===== src/hw/bmrx_defs.svh =====
/*
 * constants for the byte move / return execution unit: field widths,
 * reset values and cycle counts.
 * assumes inclusion by bare name from the package and the design file.
 */
`ifndef BMRX_DEFS_SVH
`define BMRX_DEFS_SVH

`define BMRX_DATA_W 8
`define BMRX_ADDR_W 7
`define BMRX_PC_W 13
`define BMRX_ACC_RST 8'h00
`define BMRX_ZERO_RST 1'b0
`define BMRX_PC_RST 13'h0000
`define BMRX_RET_CYCLES 2'h2
`define BMRX_ONE 8'h01
`define BMRX_ZERO_BYTE 8'h00

`endif


===== src/hw/bmrx_pkg.sv =====
/*
 * types for the byte move / return execution unit.
 * assumes bmrx_defs.svh is on the include path.
 */
`include "bmrx_defs.svh"

package bmrx_pkg;

	typedef enum logic [2:0] {
		BMRX_OP_NONE,
		BMRX_OP_INCREMENT_FILE,
		BMRX_OP_OR_ACCUM_FILE,
		BMRX_OP_COPY_FILE,
		BMRX_OP_LOAD_LITERAL,
		BMRX_OP_STORE_ACCUM,
		BMRX_OP_RETURN_LITERAL,
		BMRX_OP_RETURN
	} bmrx_op_t;

	// one decoded instruction as handed in by the sequencer
	typedef struct packed {
		bmrx_op_t op;
		logic [`BMRX_ADDR_W-1:0] file_addr;
		logic dest_file;
		logic [`BMRX_DATA_W-1:0] literal;
	} bmrx_instr_t;

	// file register write request
	typedef struct packed {
		logic we;
		logic [`BMRX_ADDR_W-1:0] addr;
		logic [`BMRX_DATA_W-1:0] data;
	} bmrx_fwr_t;

endpackage

===== src/hw/bmrx_exec.sv =====
/*
 * execution unit for increment, or-with-file, copy, load literal,
 * store accumulator and the two returns. holds the accumulator, the
 * zero flag and the program counter.
 * assumes: the sequencer presents one instruction per instruction
 * cycle with instr_valid, holding it while busy is high; the file
 * read port is combinational (file_rd_addr -> file_rd_data, same
 * cycle); the stack pop is a one-cycle strobe and stack_top holds the
 * top entry before the pop.
 */
`include "bmrx_defs.svh"

// Overview of operation
// (RULE_01) target bit 0 writes the accumulator, 1 writes the file register
// (RULE_02) file index is 7 bits, 0 to 127; target bit is one bit
// (RULE_03) increment adds one to the file register, updates only zero flag
// (RULE_04) or-with-file ors accumulator and register, updates only zero flag
// (RULE_05) copy moves register to target and updates zero flag
// (RULE_06) load literal puts 8-bit value in accumulator, no flag change
// (RULE_07) return-with-literal loads accumulator, pops stack top, two cycles
// (RULE_08) plain return pops stack top into the counter, two cycles
// (RULE_09) store accumulator writes accumulator to register, no flag change
// (RULE_10) zero flag set when result is zero, cleared otherwise
// (RULE_11) the non-return operations finish in a single cycle
module bmrx_exec (
	// clock and reset
	input wire logic clk_sys,
	input wire logic rst_n,
	// instruction in
	input wire logic instr_valid,
	input wire bmrx_pkg::bmrx_instr_t instr,
	output logic busy,
	// file register port
	output logic [`BMRX_ADDR_W-1:0] file_rd_addr,
	input wire logic [`BMRX_DATA_W-1:0] file_rd_data,
	output bmrx_pkg::bmrx_fwr_t file_wr,
	// return stack
	input wire logic [`BMRX_PC_W-1:0] stack_top,
	output logic stack_pop,
	// core state
	output logic [`BMRX_DATA_W-1:0] accum,
	output logic zero_flag,
	output logic [`BMRX_PC_W-1:0] pc,
	output logic done
);
	import bmrx_pkg::*;

	typedef enum logic {BMRX_ST_RUN, BMRX_ST_RET} bmrx_state_t;

	bmrx_state_t state_q, state_d;
	logic [`BMRX_DATA_W-1:0] accum_q, accum_d;
	logic zero_q, zero_d;
	logic [`BMRX_PC_W-1:0] pc_q, pc_d;
	bmrx_fwr_t fwr_q, fwr_d;
	logic pop_q, pop_d;
	logic done_q, done_d;
	logic busy_q, busy_d;
	logic [1:0] ret_cnt_q, ret_cnt_d;

	wire take = instr_valid && state_q == BMRX_ST_RUN;
	wire is_inc = instr.op == BMRX_OP_INCREMENT_FILE;
	wire is_or = instr.op == BMRX_OP_OR_ACCUM_FILE;
	wire is_copy = instr.op == BMRX_OP_COPY_FILE;
	wire is_ret = instr.op == BMRX_OP_RETURN ||
		instr.op == BMRX_OP_RETURN_LITERAL;
	wire is_lit = instr.op == BMRX_OP_LOAD_LITERAL;
	wire is_store = instr.op == BMRX_OP_STORE_ACCUM;
	wire is_ret_lit = instr.op == BMRX_OP_RETURN_LITERAL;
	// the address is 7 bits wide, so no index above 127 can exist
	assign file_rd_addr = instr.file_addr; // [RULE_02]
	wire [`BMRX_DATA_W-1:0] inc_res = file_rd_data + `BMRX_ONE; // [RULE_03]
	wire [`BMRX_DATA_W-1:0] or_res = accum_q | file_rd_data; // [RULE_04]
	wire [`BMRX_DATA_W-1:0] alu_res = is_inc ? inc_res :
		is_or ? or_res : file_rd_data; // [RULE_05]
	wire alu_op = is_inc || is_or || is_copy;
	wire res_zero = alu_res == `BMRX_ZERO_BYTE; // [RULE_10]
	wire [`BMRX_PC_W-1:0] pc_inc = pc_q + {{(`BMRX_PC_W-1){1'b0}}, 1'b1};
	// the return length is a count, so a longer refill needs no new state
	wire [1:0] ret_cnt_inc = ret_cnt_q + 2'h1;
	wire ret_last = ret_cnt_inc == `BMRX_RET_CYCLES;

	always_comb begin
		state_d = state_q;
		accum_d = accum_q;
		zero_d = zero_q;
		pc_d = pc_q;
		fwr_d = '0;
		pop_d = 1'b0;
		done_d = 1'b0;
		ret_cnt_d = '0;
		unique case (state_q)
			BMRX_ST_RUN: begin
				if (take) begin
					if (alu_op) begin
						zero_d = res_zero; // [RULE_03] [RULE_04] [RULE_05]
						// target select [RULE_01]
						if (instr.dest_file) begin
							fwr_d = '{we: 1'b1, addr: instr.file_addr,
								data: alu_res};
						end else begin
							accum_d = alu_res;
						end
						done_d = 1'b1; // [RULE_11]
					end else if (is_lit) begin
						accum_d = instr.literal; // [RULE_06]
						done_d = 1'b1; // [RULE_11]
					end else if (is_store) begin
						fwr_d = '{we: 1'b1, addr: instr.file_addr,
							data: accum_q}; // [RULE_09]
						done_d = 1'b1; // [RULE_11]
					end else if (is_ret) begin
						// pc loads now; second cycle is the flush slot
						if (is_ret_lit) begin
							accum_d = instr.literal; // [RULE_07]
						end
						pc_d = stack_top; // [RULE_07] [RULE_08]
						pop_d = 1'b1;
						ret_cnt_d = 2'h1;
						state_d = BMRX_ST_RET;
					end else begin
						// an empty slot still advances the counter
						done_d = 1'b1;
					end
					if (!is_ret) begin
						pc_d = pc_inc;
					end
				end
			end
			BMRX_ST_RET: begin
				// a request held during this cycle is not taken
				if (ret_last) begin
					state_d = BMRX_ST_RUN; // [RULE_07] [RULE_08]
					done_d = 1'b1;
				end else begin
					ret_cnt_d = ret_cnt_inc;
				end
			end
		endcase
		// busy rises with the pop and falls with done
		busy_d = state_d == BMRX_ST_RET;
	end

	always_ff @(posedge clk_sys or negedge rst_n) begin
		if (!rst_n) begin
			state_q <= BMRX_ST_RUN;
		end else begin
			state_q <= state_d;
		end
	end

	always_ff @(posedge clk_sys or negedge rst_n) begin
		if (!rst_n) begin
			ret_cnt_q <= 2'h0;
		end else begin
			ret_cnt_q <= ret_cnt_d;
		end
	end

	always_ff @(posedge clk_sys or negedge rst_n) begin
		if (!rst_n) begin
			accum_q <= `BMRX_ACC_RST;
		end else begin
			accum_q <= accum_d;
		end
	end

	always_ff @(posedge clk_sys or negedge rst_n) begin
		if (!rst_n) begin
			zero_q <= `BMRX_ZERO_RST;
		end else begin
			zero_q <= zero_d;
		end
	end

	always_ff @(posedge clk_sys or negedge rst_n) begin
		if (!rst_n) begin
			pc_q <= `BMRX_PC_RST;
		end else begin
			pc_q <= pc_d;
		end
	end

	// strobes drop back to idle on every cycle that does not set them
	always_ff @(posedge clk_sys or negedge rst_n) begin
		if (!rst_n) begin
			fwr_q <= '0;
		end else begin
			fwr_q <= fwr_d;
		end
	end

	always_ff @(posedge clk_sys or negedge rst_n) begin
		if (!rst_n) begin
			pop_q <= 1'b0;
		end else begin
			pop_q <= pop_d;
		end
	end

	always_ff @(posedge clk_sys or negedge rst_n) begin
		if (!rst_n) begin
			done_q <= 1'b0;
		end else begin
			done_q <= done_d;
		end
	end

	// registered from the next state so busy needs no decode at the pin
	always_ff @(posedge clk_sys or negedge rst_n) begin
		if (!rst_n) begin
			busy_q <= 1'b0;
		end else begin
			busy_q <= busy_d;
		end
	end

	assign busy = busy_q;
	assign file_wr = fwr_q;
	assign stack_pop = pop_q;
	assign accum = accum_q;
	assign zero_flag = zero_q;
	assign pc = pc_q;
	assign done = done_q;
endmodule


===== config.mk =====
export PLATFORM = sky130hd
export DESIGN_NAME = bmrx_exec
export DESIGN_NICKNAME = d
export VERILOG_FILES = /design/src/hw/bmrx_pkg.sv /design/src/hw/bmrx_exec.sv
export VERILOG_INCLUDE_DIRS = /design/src /design/src/hw
export SDC_FILE = /design/constraint.sdc
export NUM_CORES = 1
export LEC_CHECK = 0
export BUFFER_PORTS_ARGS = -buffer_cell sky130_fd_sc_hd__buf_2
export CAP_MARGIN = 30
export CELL_PAD_IN_SITES_DETAIL_PLACEMENT = 2
export CELL_PAD_IN_SITES_GLOBAL_PLACEMENT = 2
export CORE_MARGIN = 5
export CORE_UTILIZATION = 25
export DETAILED_ROUTE_END_ITERATION = 8
export PLACE_DENSITY = 0.85
export SLEW_MARGIN = 10
export SYNTH_ARGS = -nofsm -noshare
export SYNTH_HDL_FRONTEND = slang
export SYNTH_SLANG_ARGS = --single-unit

===== constraint.sdc =====
create_clock -name clk_sys -period 1.5 [get_ports clk_sys]
set_clock_uncertainty 0.1 [all_clocks]
set_input_delay 0.15 -clock clk_sys [delete_from_list [all_inputs] [get_ports clk_sys]]
set_output_delay 0.15 -clock clk_sys [all_outputs]
set_load 0.02 [all_outputs]

==> flow_summary.rst, run 1 <==
.. list-table::
   :header-rows: 1

   * - Metric
     - Value
   * - FF-to-FF End
     - zero_flag
   * - Count of endpoints failing hold in the final timing report
     - 0
   * - Hold path cells
     - 3
   * - Final Slew Violations
     - 0
   * - Synth-to-Final Area Change
     - 58.2%
   * - WP data required
     - 1.58 ns
   * - Global-route wire length before repair
     - 16.1 mm
   * - Final Wtd Congestion
     - 0.817
   * - Leading post-synthesis cells by cell area
     - sky130_fd_sc_hd__dfrtp_1 47%, sky130_fd_sc_hd__nand2_1 4.7%, sky130_fd_sc_hd__a21oi_1 4.6%, sky130_fd_sc_hd__nor2_1 3.7%, sky130_fd_sc_hd__o21ai_0 3.7%
   * - Most used standard cells in the synthesized netlist
     - 43 x sky130_fd_sc_hd__dfrtp_1, 29 x sky130_fd_sc_hd__nand2_1, 23 x sky130_fd_sc_hd__nor2_1
   * - Worst hold endpoint
     - accum[1]
   * - Worst EP arrival
     - 1.72 ns
   * - Most Used Layer, Global Route
     - met2
   * - Total nets after synthesis
     - 300
   * - Cell Pwr Density
     - 1450 mW/mm^2
   * - Initial Utilization
     - 25.3%
   * - Number of global-route vias before repair
     - 3,038
   * - Launching point of the worst reg2reg path
     - accum[0]
   * - Number of input and output port buffers inserted
     - 90
   * - Critical Setup Path Class
     - in2reg
   * - Detailed-placement wirelength estimate
     - 7.23 mm
   * - Number of buffers added by the clock tree synthesis step
     - 5
   * - Drc violations
     - 0
   * - Top cell type's share of synthesized area
     - 46.7%
   * - DRT Pass-1 Iters
     - 4
   * - Final setup violation count
     - 4
   * - Placement-stage worst setup slack
     - -0.417 ns
   * - Share of synthesized registers carrying an async set or reset
     - 100%
   * - Crit path largest cell delay
     - 0.44 ns
   * - Horiz. Die Dim
     - 106 um
   * - Worst Min Path Start
     - instr[1]
   * - Number of vias per cell
     - 5.04
   * - Placeable core region
     - 0.00911 sq mm
   * - VDD IR-drop max
     - 454 uV
   * - Number of sinks handled by clock tree synthesis
     - 43
   * - M3 GR Usage
     - 4.61%
   * - Cell Area, Placed
     - 0.00323 sq mm
   * - Residual overflow from global routing
     - 0
   * - Reg2Reg Setup Slack
     - -0.05 ns
   * - Run status
     - complete, but fails checks
   * - Leading register cell type out of synthesis
     - sky130_fd_sc_hd__dfrtp_1
   * - DRC marker count from the first detailed-route iteration
     - 69
   * - Critical Path Start Type
     - input pin
   * - Number of warnings reported in the yosys synthesis log
     - 0
   * - TritonCTS clock tree
     - built
   * - Number of inserted diodes
     - 0
   * - Number of enable-type register cells in the synthesized netlist
     - 0
   * - Type of destination of the critical path
     - flop
   * - Overall Global Routing Usage
     - 18.0%
   * - Synthesis-stage register bit count
     - 43
   * - Ratio of cells with drive above 1 in the final layout
     - 50.0%
   * - Clk buf depth
     - 2
   * - Most frequent cell after synthesis
     - sky130_fd_sc_hd__dfrtp_1
   * - Design area
     - 0.00365 sq mm
   * - Worst slew margin relative to its limit
     - 70.2%
   * - Highest net fanout along the worst path
     - 5
   * - Clock-pin slew on the worst setup and hold paths
     - 0.08 ns
   * - I/O pins
     - 91
   * - Number of nets with antenna violations after routing
     - 0
   * - Final Cycle Share
     - 109%
   * - Post-Synthesis Cell Area
     - 0.00231 sq mm
   * - Setup repair after global routing missed its margin
     - yes
   * - Num rows
     - 35
   * - Antenna violations before repair
     - 0
   * - Met1 capacity usage during global routing
     - 20.3%
   * - Clock latency of the later-clocked register in the worst-skew pair
     - 0.30 ns
   * - Yosys cell types
     - 45
   * - Worst Reg2Reg Path Length in Cells
     - 5
   * - Worst setup margin
     - -0.139 ns
   * - Final critical delay including setup and external delays
     - 1.64 ns
   * - Total routed wirelength
     - 10.1 mm
   * - Highest clock frequency the design can meet
     - 610 MHz
   * - Area enclosed by the die boundary
     - 0.0112 sq mm
   * - Share of synthesized area occupied by flip-flops and latches
     - 46.7%
   * - Met2 demand-to-capacity share in global routing
     - 34.7%
   * - H-tree depth
     - 2
   * - Critical-path top delay cell
     - sky130_fd_sc_hd__or3b_4
   * - Buffer cell driving the clock tree root
     - sky130_fd_sc_hd__clkbuf_8
   * - Worst path cell trace
     - buf_6 > or3b_4 > o31a_1 > a311oi_2 > o21ai_1 > mux2_4
   * - Post-layout nets
     - 445
   * - Number of max-capacitance violations reported
     - 0
   * - Leakage
     - 1.78 nW
   * - Number of instances in the synthesized netlist
     - 254
   * - Yosys top cell by area
     - sky130_fd_sc_hd__dfrtp_1
   * - Transition time at the pin with the least slew margin
     - 0.442 ns
   * - Chip Height
     - 106 um
   * - Setup TNS
     - -0.234 ns
   * - Failing checks
     - setup timing
   * - Largest net degree at the start of global routing
     - 44
   * - Hold Crit Class
     - in2reg
   * - Vias
     - 2,575
   * - Wire length per cell after detailed routing
     - 19.8 um
   * - Synthesized area per cell
     - 9.08 sq um
per-layer routing:
metal / share of wire [%] / up-vias / wire [um]
li1: - / 1203 / -
met4: 0.56 / 0 / 57
met1: 41 / 1308 / 4200
met5: 0 / - / 0
met3: 4.6 / 6 / 461
met2: 53 / 58 / 5410
metrics by stage:
stage	total power, mW	utilization (%)	cells	hold slack (ns)
final	5.29	40.0	511	0.0228
after global routing	5.65	40.0	511	0.0170
after CTS	5.11	38.5	509	0.0185
after detailed placement	4.20	35.5	488	0.0544
after global placement	4.06	35.5	488	0.0512
after floorplan	2.99	-	254	-0.246
registers in the layout, summed over array words and instances, names as in the netlist:
signal     cells
zero_flag      1
file_wr       16
stack_pop      1
accum          8
done           1
ret_cnt_q      2
pc            13
busy           1
how the worst max path moves through the flow:
stage | from | endpoint | slack [ns] | cells past startpoint
final | instr[17] | accum[5] | -0.14 | 6
after global routing | accum[0] | zero_flag | -0.17 | 5
after CTS | instr[17] | accum[5] | -0.09 | 6
after detailed placement | instr[18] | accum[5] | -0.42 | 6
after global placement | instr[18] | accum[5] | -0.31 | 6
after floorplan | instr[18] | accum[5] | -0.11 | 5
area by class of cell:
cell class / instances / area, sq um
fill: 1040 / 5460
timing repair buffer: 158 / 1030
sequential: 43 / 1080
clock buffer: 6 / 72.6
inverter: 7 / 26.3
clock inverter: 2 / 12.5
multi-input combinational: 184 / 1290
tap: 111 / 139
worst max-delay path: cells and delay by family:
kind                   cells  cell delay, ns
buffers and inverters      1            0.09
AND/OR/NAND/NOR            1            0.44
multiplexers               1            0.29
AO/OA/AOI/OAI              3            0.74
placed cells by master (no fill, tap or decap), types with 6 or more instances in the layout:
| cell | instances |
|---|---|
| sky130_fd_sc_hd__a21oi_1 | 16 |
| sky130_fd_sc_hd__a22oi_1 | 7 |
| sky130_fd_sc_hd__and2_1 | 8 |
| sky130_fd_sc_hd__buf_2 | 88 |
| sky130_fd_sc_hd__buf_4 | 55 |
| sky130_fd_sc_hd__dfrtp_1 | 38 |
| sky130_fd_sc_hd__dlygate4sd3_1 | 9 |
| sky130_fd_sc_hd__inv_1 | 6 |
| sky130_fd_sc_hd__mux2i_1 | 7 |
| sky130_fd_sc_hd__nand2_1 | 27 |
| sky130_fd_sc_hd__nand3_1 | 6 |
| sky130_fd_sc_hd__nor2_1 | 20 |
| sky130_fd_sc_hd__o21ai_0 | 11 |
| sky130_fd_sc_hd__o22ai_1 | 10 |
where the power goes:
group	leakage (nW)	switching (mW)	internal (mW)	total (mW)
Sequential	0.537	0.329	1.50	1.83
Clock	0.0412	0.435	0.327	0.762
Combinational	1.20	1.52	1.17	2.69
Total	1.78	2.28	3.01	5.29
timing repair:
item                                   CTS  global route
setup endpoints to repair               18            18
pin swaps                                4             9
hold buffers                             9             0
setup buffers                            4             2
endpoints found under the hold margin   51             0
resized for setup                       18            32
kinds of logic (layout without fill, tap and decap cells):
| kind of cell | count (synthesis) | count (layout) | synth area share, % |
|---|---|---|---|
| buf+inv | 27 | 173 | 5.75 |
| simple gates | 95 | 95 | 20.6 |
| flops | 43 | 43 | 46.7 |
| fa+ha+maj | 3 | 3 | 1.63 |
| mux | 9 | 9 | 3.96 |
| compound gates | 77 | 77 | 21.4 |
Note: power is estimated with default switching activity, not from simulation.
==> run 2: changes to the inputs <==
--- a/config.mk
+++ b/config.mk
@@ -6,14 +6,15 @@
 export SDC_FILE = /design/constraint.sdc
 export NUM_CORES = 1
 export LEC_CHECK = 0
+export ABC_AREA = 1
 export BUFFER_PORTS_ARGS = -buffer_cell sky130_fd_sc_hd__buf_2
 export CAP_MARGIN = 30
 export CELL_PAD_IN_SITES_DETAIL_PLACEMENT = 2
 export CELL_PAD_IN_SITES_GLOBAL_PLACEMENT = 2
 export CORE_MARGIN = 5
-export CORE_UTILIZATION = 25
+export CORE_UTILIZATION = 24
 export DETAILED_ROUTE_END_ITERATION = 8
-export PLACE_DENSITY = 0.85
+export PLACE_DENSITY = 0.86
 export SLEW_MARGIN = 10
 export SYNTH_ARGS = -nofsm -noshare
 export SYNTH_HDL_FRONTEND = slang
==> run 2 against run 1 <==
The run now ends clean. Clock power is 26% higher. Combinational power is 12% lower. First-iteration DRC count is 32% higher. Sequential power hardly changed. Non-clock buffer count is 15 lower. Critical path depth is 4 higher. Largest power group unchanged.
==> flow_summary.rst, run 2 <==
.. list-table::
   :header-rows: 1

   * - Metric
     - Value
   * - Placeable core region
     - 0.00982 sq mm (was 0.00911 sq mm)
   * - Share of synthesized registers carrying an async set or reset
     - 100% (unchanged)
   * - Buffer cell driving the clock tree root
     - sky130_fd_sc_hd__clkbuf_8 (unchanged)
   * - Number of instances in the synthesized netlist
     - 331 (was 254)
   * - Combinational Power Share
     - 46.0% (was 50.9%)
   * - Most frequent standard cell in the layout excluding fill and tap cells
     - sky130_fd_sc_hd__buf_2 (unchanged)
   * - Worst slew margin relative to its limit
     - 71.6% (was 70.2%)
   * - Overall Global Routing Usage
     - 16.9% (was 18.0%)
   * - Total nets after synthesis
     - 377 (was 300)
   * - Cell Pwr Density
     - 1410 mW/mm^2 (was 1450 mW/mm^2)
   * - Post-Synthesis Cell Area
     - 0.00242 sq mm (was 0.00231 sq mm)
   * - Detailed-placement wirelength estimate
     - 7.91 mm (was 7.23 mm)
   * - Highest net fanout along the worst path
     - 5 (unchanged)
   * - Part of the total power dissipated in the clock network
     - 18.6% (was 14.4%)
   * - Number of buffers added by the clock tree synthesis step
     - 5 (unchanged)
   * - Synthesized area per cell
     - 7.31 sq um (was 9.08 sq um)
   * - Top cell type's share of synthesized area
     - 44.4% (was 46.7%)
   * - Total routed wirelength
     - 10.2 mm (was 10.1 mm)
   * - DRT Pass-1 Iters
     - 4 (unchanged)
   * - Area enclosed by the die boundary
     - 0.0122 sq mm (was 0.0112 sq mm)
   * - Number of warnings reported in the yosys synthesis log
     - 0 (unchanged)
   * - Share of synthesized area occupied by flip-flops and latches
     - 44.4% (was 46.7%)
   * - Initial Utilization
     - 24.7% (was 25.3%)
   * - Drc violations
     - 0 (unchanged)
   * - Leading post-synthesis cells by cell area
     - sky130_fd_sc_hd__dfrtp_1 44%, sky130_fd_sc_hd__nand2_1 14%, sky130_fd_sc_hd__nand3_1 7.4%, sky130_fd_sc_hd__inv_1 6.2%, sky130_fd_sc_hd__nor2_1 5.1% (was sky130_fd_sc_hd__dfrtp_1 47%, sky130_fd_sc_hd__nand2_1 4.7%, sky130_fd_sc_hd__a21oi_1 4.6%, sky130_fd_sc_hd__nor2_1 3.7%, sky130_fd_sc_hd__o21ai_0 3.7%)
   * - Final Slew Violations
     - 0 (unchanged)
   * - Count of endpoints failing hold in the final timing report
     - 0 (unchanged)
   * - Transition time at the pin with the least slew margin
     - 0.427 ns (was 0.442 ns)
   * - Final Cycle Share
     - 99.5% (was 109%)
   * - Ratio of cells with drive above 1 in the final layout
     - 36.9% (was 50.0%)
   * - Hold Crit Class
     - in2reg (unchanged)
   * - Leading register cell type out of synthesis
     - sky130_fd_sc_hd__dfrtp_1 (unchanged)
   * - Final Wtd Congestion
     - 0.830 (was 0.817)
   * - Critical Path Start Type
     - flop (was input pin)
   * - DRC marker count from the first detailed-route iteration
     - 91 (was 69)
   * - Highest clock frequency the design can meet
     - 670 MHz (was 610 MHz)
   * - Number of global-route vias before repair
     - 3,208 (was 3,038)
   * - Type of destination of the critical path
     - flop (unchanged)
   * - Yosys cell types
     - 30 (was 45)
   * - TritonCTS clock tree
     - built (unchanged)
   * - Residual overflow from global routing
     - 0 (unchanged)
   * - Worst setup path startpoint
     - pc[1] (was instr[17])
   * - Wire length per cell after detailed routing
     - 17.0 um (was 19.8 um)
   * - Final critical delay including setup and external delays
     - 1.49 ns (was 1.64 ns)
   * - Most used cells in the layout excluding fill and tap cells
     - 90 x sky130_fd_sc_hd__buf_2, 83 x sky130_fd_sc_hd__nand2_1, 38 x sky130_fd_sc_hd__dfrtp_1, 36 x sky130_fd_sc_hd__inv_1, 35 x sky130_fd_sc_hd__nand3_1 (was 88 x sky130_fd_sc_hd__buf_2, 55 x sky130_fd_sc_hd__buf_4, 38 x sky130_fd_sc_hd__dfrtp_1, 27 x sky130_fd_sc_hd__nand2_1, 20 x sky130_fd_sc_hd__nor2_1)
   * - Net switching fraction of the power
     - 43.3% (was 43.2%)
   * - VDD IR-drop max
     - 508 uV (was 454 uV)
   * - Worst EP arrival
     - 1.59 ns (was 1.72 ns)
   * - Clock latency of the later-clocked register in the worst-skew pair
     - 0.31 ns (was 0.30 ns)
   * - Setup TNS
     - 0 ns (was -0.234 ns)
   * - Count of placed standard cells including taps
     - 577 (was 488)
   * - Combined area of the multi-input logic cells
     - 0.00117 sq mm (was 0.00129 sq mm)
   * - I/O pins
     - 91 (unchanged)
   * - Yosys top cell by area
     - sky130_fd_sc_hd__dfrtp_1 (unchanged)
   * - Number of nets with antenna violations after routing
     - 0 (unchanged)
   * - Area occupied by registers
     - 0.00108 sq mm (unchanged)
   * - Total internal power
     - 2.91 mW (was 3.01 mW)
   * - Most used standard cells in the synthesized netlist
     - 88 x sky130_fd_sc_hd__nand2_1, 43 x sky130_fd_sc_hd__dfrtp_1, 40 x sky130_fd_sc_hd__inv_1 (was 43 x sky130_fd_sc_hd__dfrtp_1, 29 x sky130_fd_sc_hd__nand2_1, 23 x sky130_fd_sc_hd__nor2_1)
   * - Post-layout nets
     - 516 (was 445)
   * - Critical Setup Path Class
     - reg2reg (was in2reg)
   * - Final setup violation count
     - 0 (was 4)
   * - Number of flip-flops in the largest register
     - 16 (unchanged)
   * - Launching point of the worst reg2reg path
     - pc[1] (was accum[0])
   * - Number of sinks handled by clock tree synthesis
     - 43 (unchanged)
   * - Setup repair after global routing missed its margin
     - yes (unchanged)
   * - Fillcell total
     - 1,208 (was 1,040)
   * - H-tree depth
     - 2 (unchanged)
   * - Antenna violations before repair
     - 0 (unchanged)
   * - Post-layout instance count excluding filler cells
     - 604 (was 511)
   * - Synthesis-stage register bit count
     - 43 (unchanged)
   * - Vias
     - 2,781 (was 2,575)
   * - Largest net degree at the start of global routing
     - 20 (was 44)
   * - Number of vias per cell
     - 4.60 (was 5.04)
   * - Leakage
     - 1.93 nW (was 1.78 nW)
   * - Number of enable-type register cells in the synthesized netlist
     - 0 (unchanged)
   * - Horiz. Die Dim
     - 110 um (was 106 um)
   * - Number of inserted diodes
     - 0 (unchanged)
   * - Number of max-capacitance violations reported
     - 0 (unchanged)
   * - WP data required
     - 1.60 ns (was 1.58 ns)
   * - Run status
     - completed (was complete, but fails checks)
   * - Clk buf depth
     - 2 (unchanged)
   * - Number of input and output port buffers inserted
     - 90 (unchanged)
   * - Most frequent cell after synthesis
     - sky130_fd_sc_hd__nand2_1 (was sky130_fd_sc_hd__dfrtp_1)
   * - Clock-pin slew on the worst setup and hold paths
     - 0.10 ns (was 0.08 ns)
   * - Num rows
     - 36 (was 35)
   * - Global-route wire length before repair
     - 17.1 mm (was 16.1 mm)
   * - Worst Min Path Start
     - stack_top[7] (was instr[1])
   * - Synth-to-Final Area Change
     - 50.1% (was 58.2%)
   * - Chip Height
     - 110 um (was 106 um)
   * - Proportion of power drawn by flip-flops and latches
     - 35.4% (was 34.7%)
   * - Switching Power
     - 2.22 mW (was 2.28 mW)
[run 2: changes by cell type in the layout (fill, tap and decap cells not counted), sizes merged, moves of 5 or more]
cell,previous run,this run
dlygate4sd3,9,15
o21ai,17,27
mux2i,8,0
o211ai,0,5
nor2,23,39
a2bb2oi,8,0
nand2,29,90
inv,7,44
a22oi,7,0
nand3,11,37
o22ai,10,1
and2,9,0
buf,149,128
[run 2: path summary, 6_finish.rpt]
check	endpoint	slack (ns)	cells after the start
min in group asynchronous	pc[12]	0.21	2
setup reg to reg	pc[12]	0.008	10
max in group asynchronous	file_wr[6]	0.54	3
hold / removal	pc[7]	0.005	3
setup / recovery	pc[12]	0.008	10
hold reg to reg	ret_cnt_q[1]	0.43	2
[run 2: kinds of logic (layout without fill, tap and decap cells)]
group           after synthesis  in the layout  synth area share (%)
xor+xnor                      1              1                 0.362
buf+inv                      56            196                  10.2
simple gates                172            172                  30.6
compound gates               56             56                  12.9
fa+ha+maj                     3              3                  1.55
flops                        43             43                  44.4
[run 2: repair_timing]
item                                    4_1_cts  5_1_grt
hold endpoints to repair                     27        0
endpoints found under the setup margin       15       23
resized for setup                            11       12
pin swaps                                     3        2
buffers inserted                              3        1
hold buffers                                 15        0
[run 2: critical path, stage by stage, from the launching register on]
cell	delay (ns)
sky130_fd_sc_hd__dfrtp_2	0.40
sky130_fd_sc_hd__ha_4	0.15
sky130_fd_sc_hd__nand3_4	0.07
sky130_fd_sc_hd__nor2_4	0.13
sky130_fd_sc_hd__nand2_4	0.07
sky130_fd_sc_hd__nor2_4	0.13
sky130_fd_sc_hd__nand2_1	0.07
sky130_fd_sc_hd__nand2_1	0.06
sky130_fd_sc_hd__nand3_1	0.06
sky130_fd_sc_hd__nand2_1	0.07
sky130_fd_sc_hd__o21ai_1	0.06
[run 2: metrics by stage]
stage	cell area [sq um]	utilization [%]	power (mW)	setup WS, ns	hold slack (ns)
after floorplan	2440	-	2.98	-0.0659	-0.246
after global placement	3280	33.4	3.89	-0.0377	0.00995
after detailed placement	3280	33.4	4.04	-0.110	0.0148
after CTS	3590	36.6	5.14	-0.00383	0.00108
after global routing	3630	37.0	5.50	-0.0889	0.0178
final	3630	37.0	5.14	0.00814	0.00545
[run 2: area by class of cell]
class	count	share of cell area (%)
Timing Repair Buffer	143	25.5
Sequential cell	43	29.8
Clock buffer	5	1.89
Inverter	45	4.68
Tap cell	133	4.58
Clock inverter	3	1.21
Multi-Input combinational cell	232	32.3
[run 2: metal layers]
metal	wire [um]	global-route usage, %	share of wire, %
met1	4210	19.3	41
met3	264	2.84	2.6
met2	5660	32.7	55
met5	0	0	0
met4	107	3.28	1.0
[run 2: power groups by stage]
stage          Sequential (mW)  Clock [mW]  Combinational [mW]
3_3_place_gp              1.80           0                2.08
6_report                  1.82       0.957                2.36
2_1_floorplan             2.20           0               0.780
3_5_place_dp              1.84           0                2.20
5_1_grt                   1.87        1.04                2.59
4_1_cts                   1.81       0.999                2.33
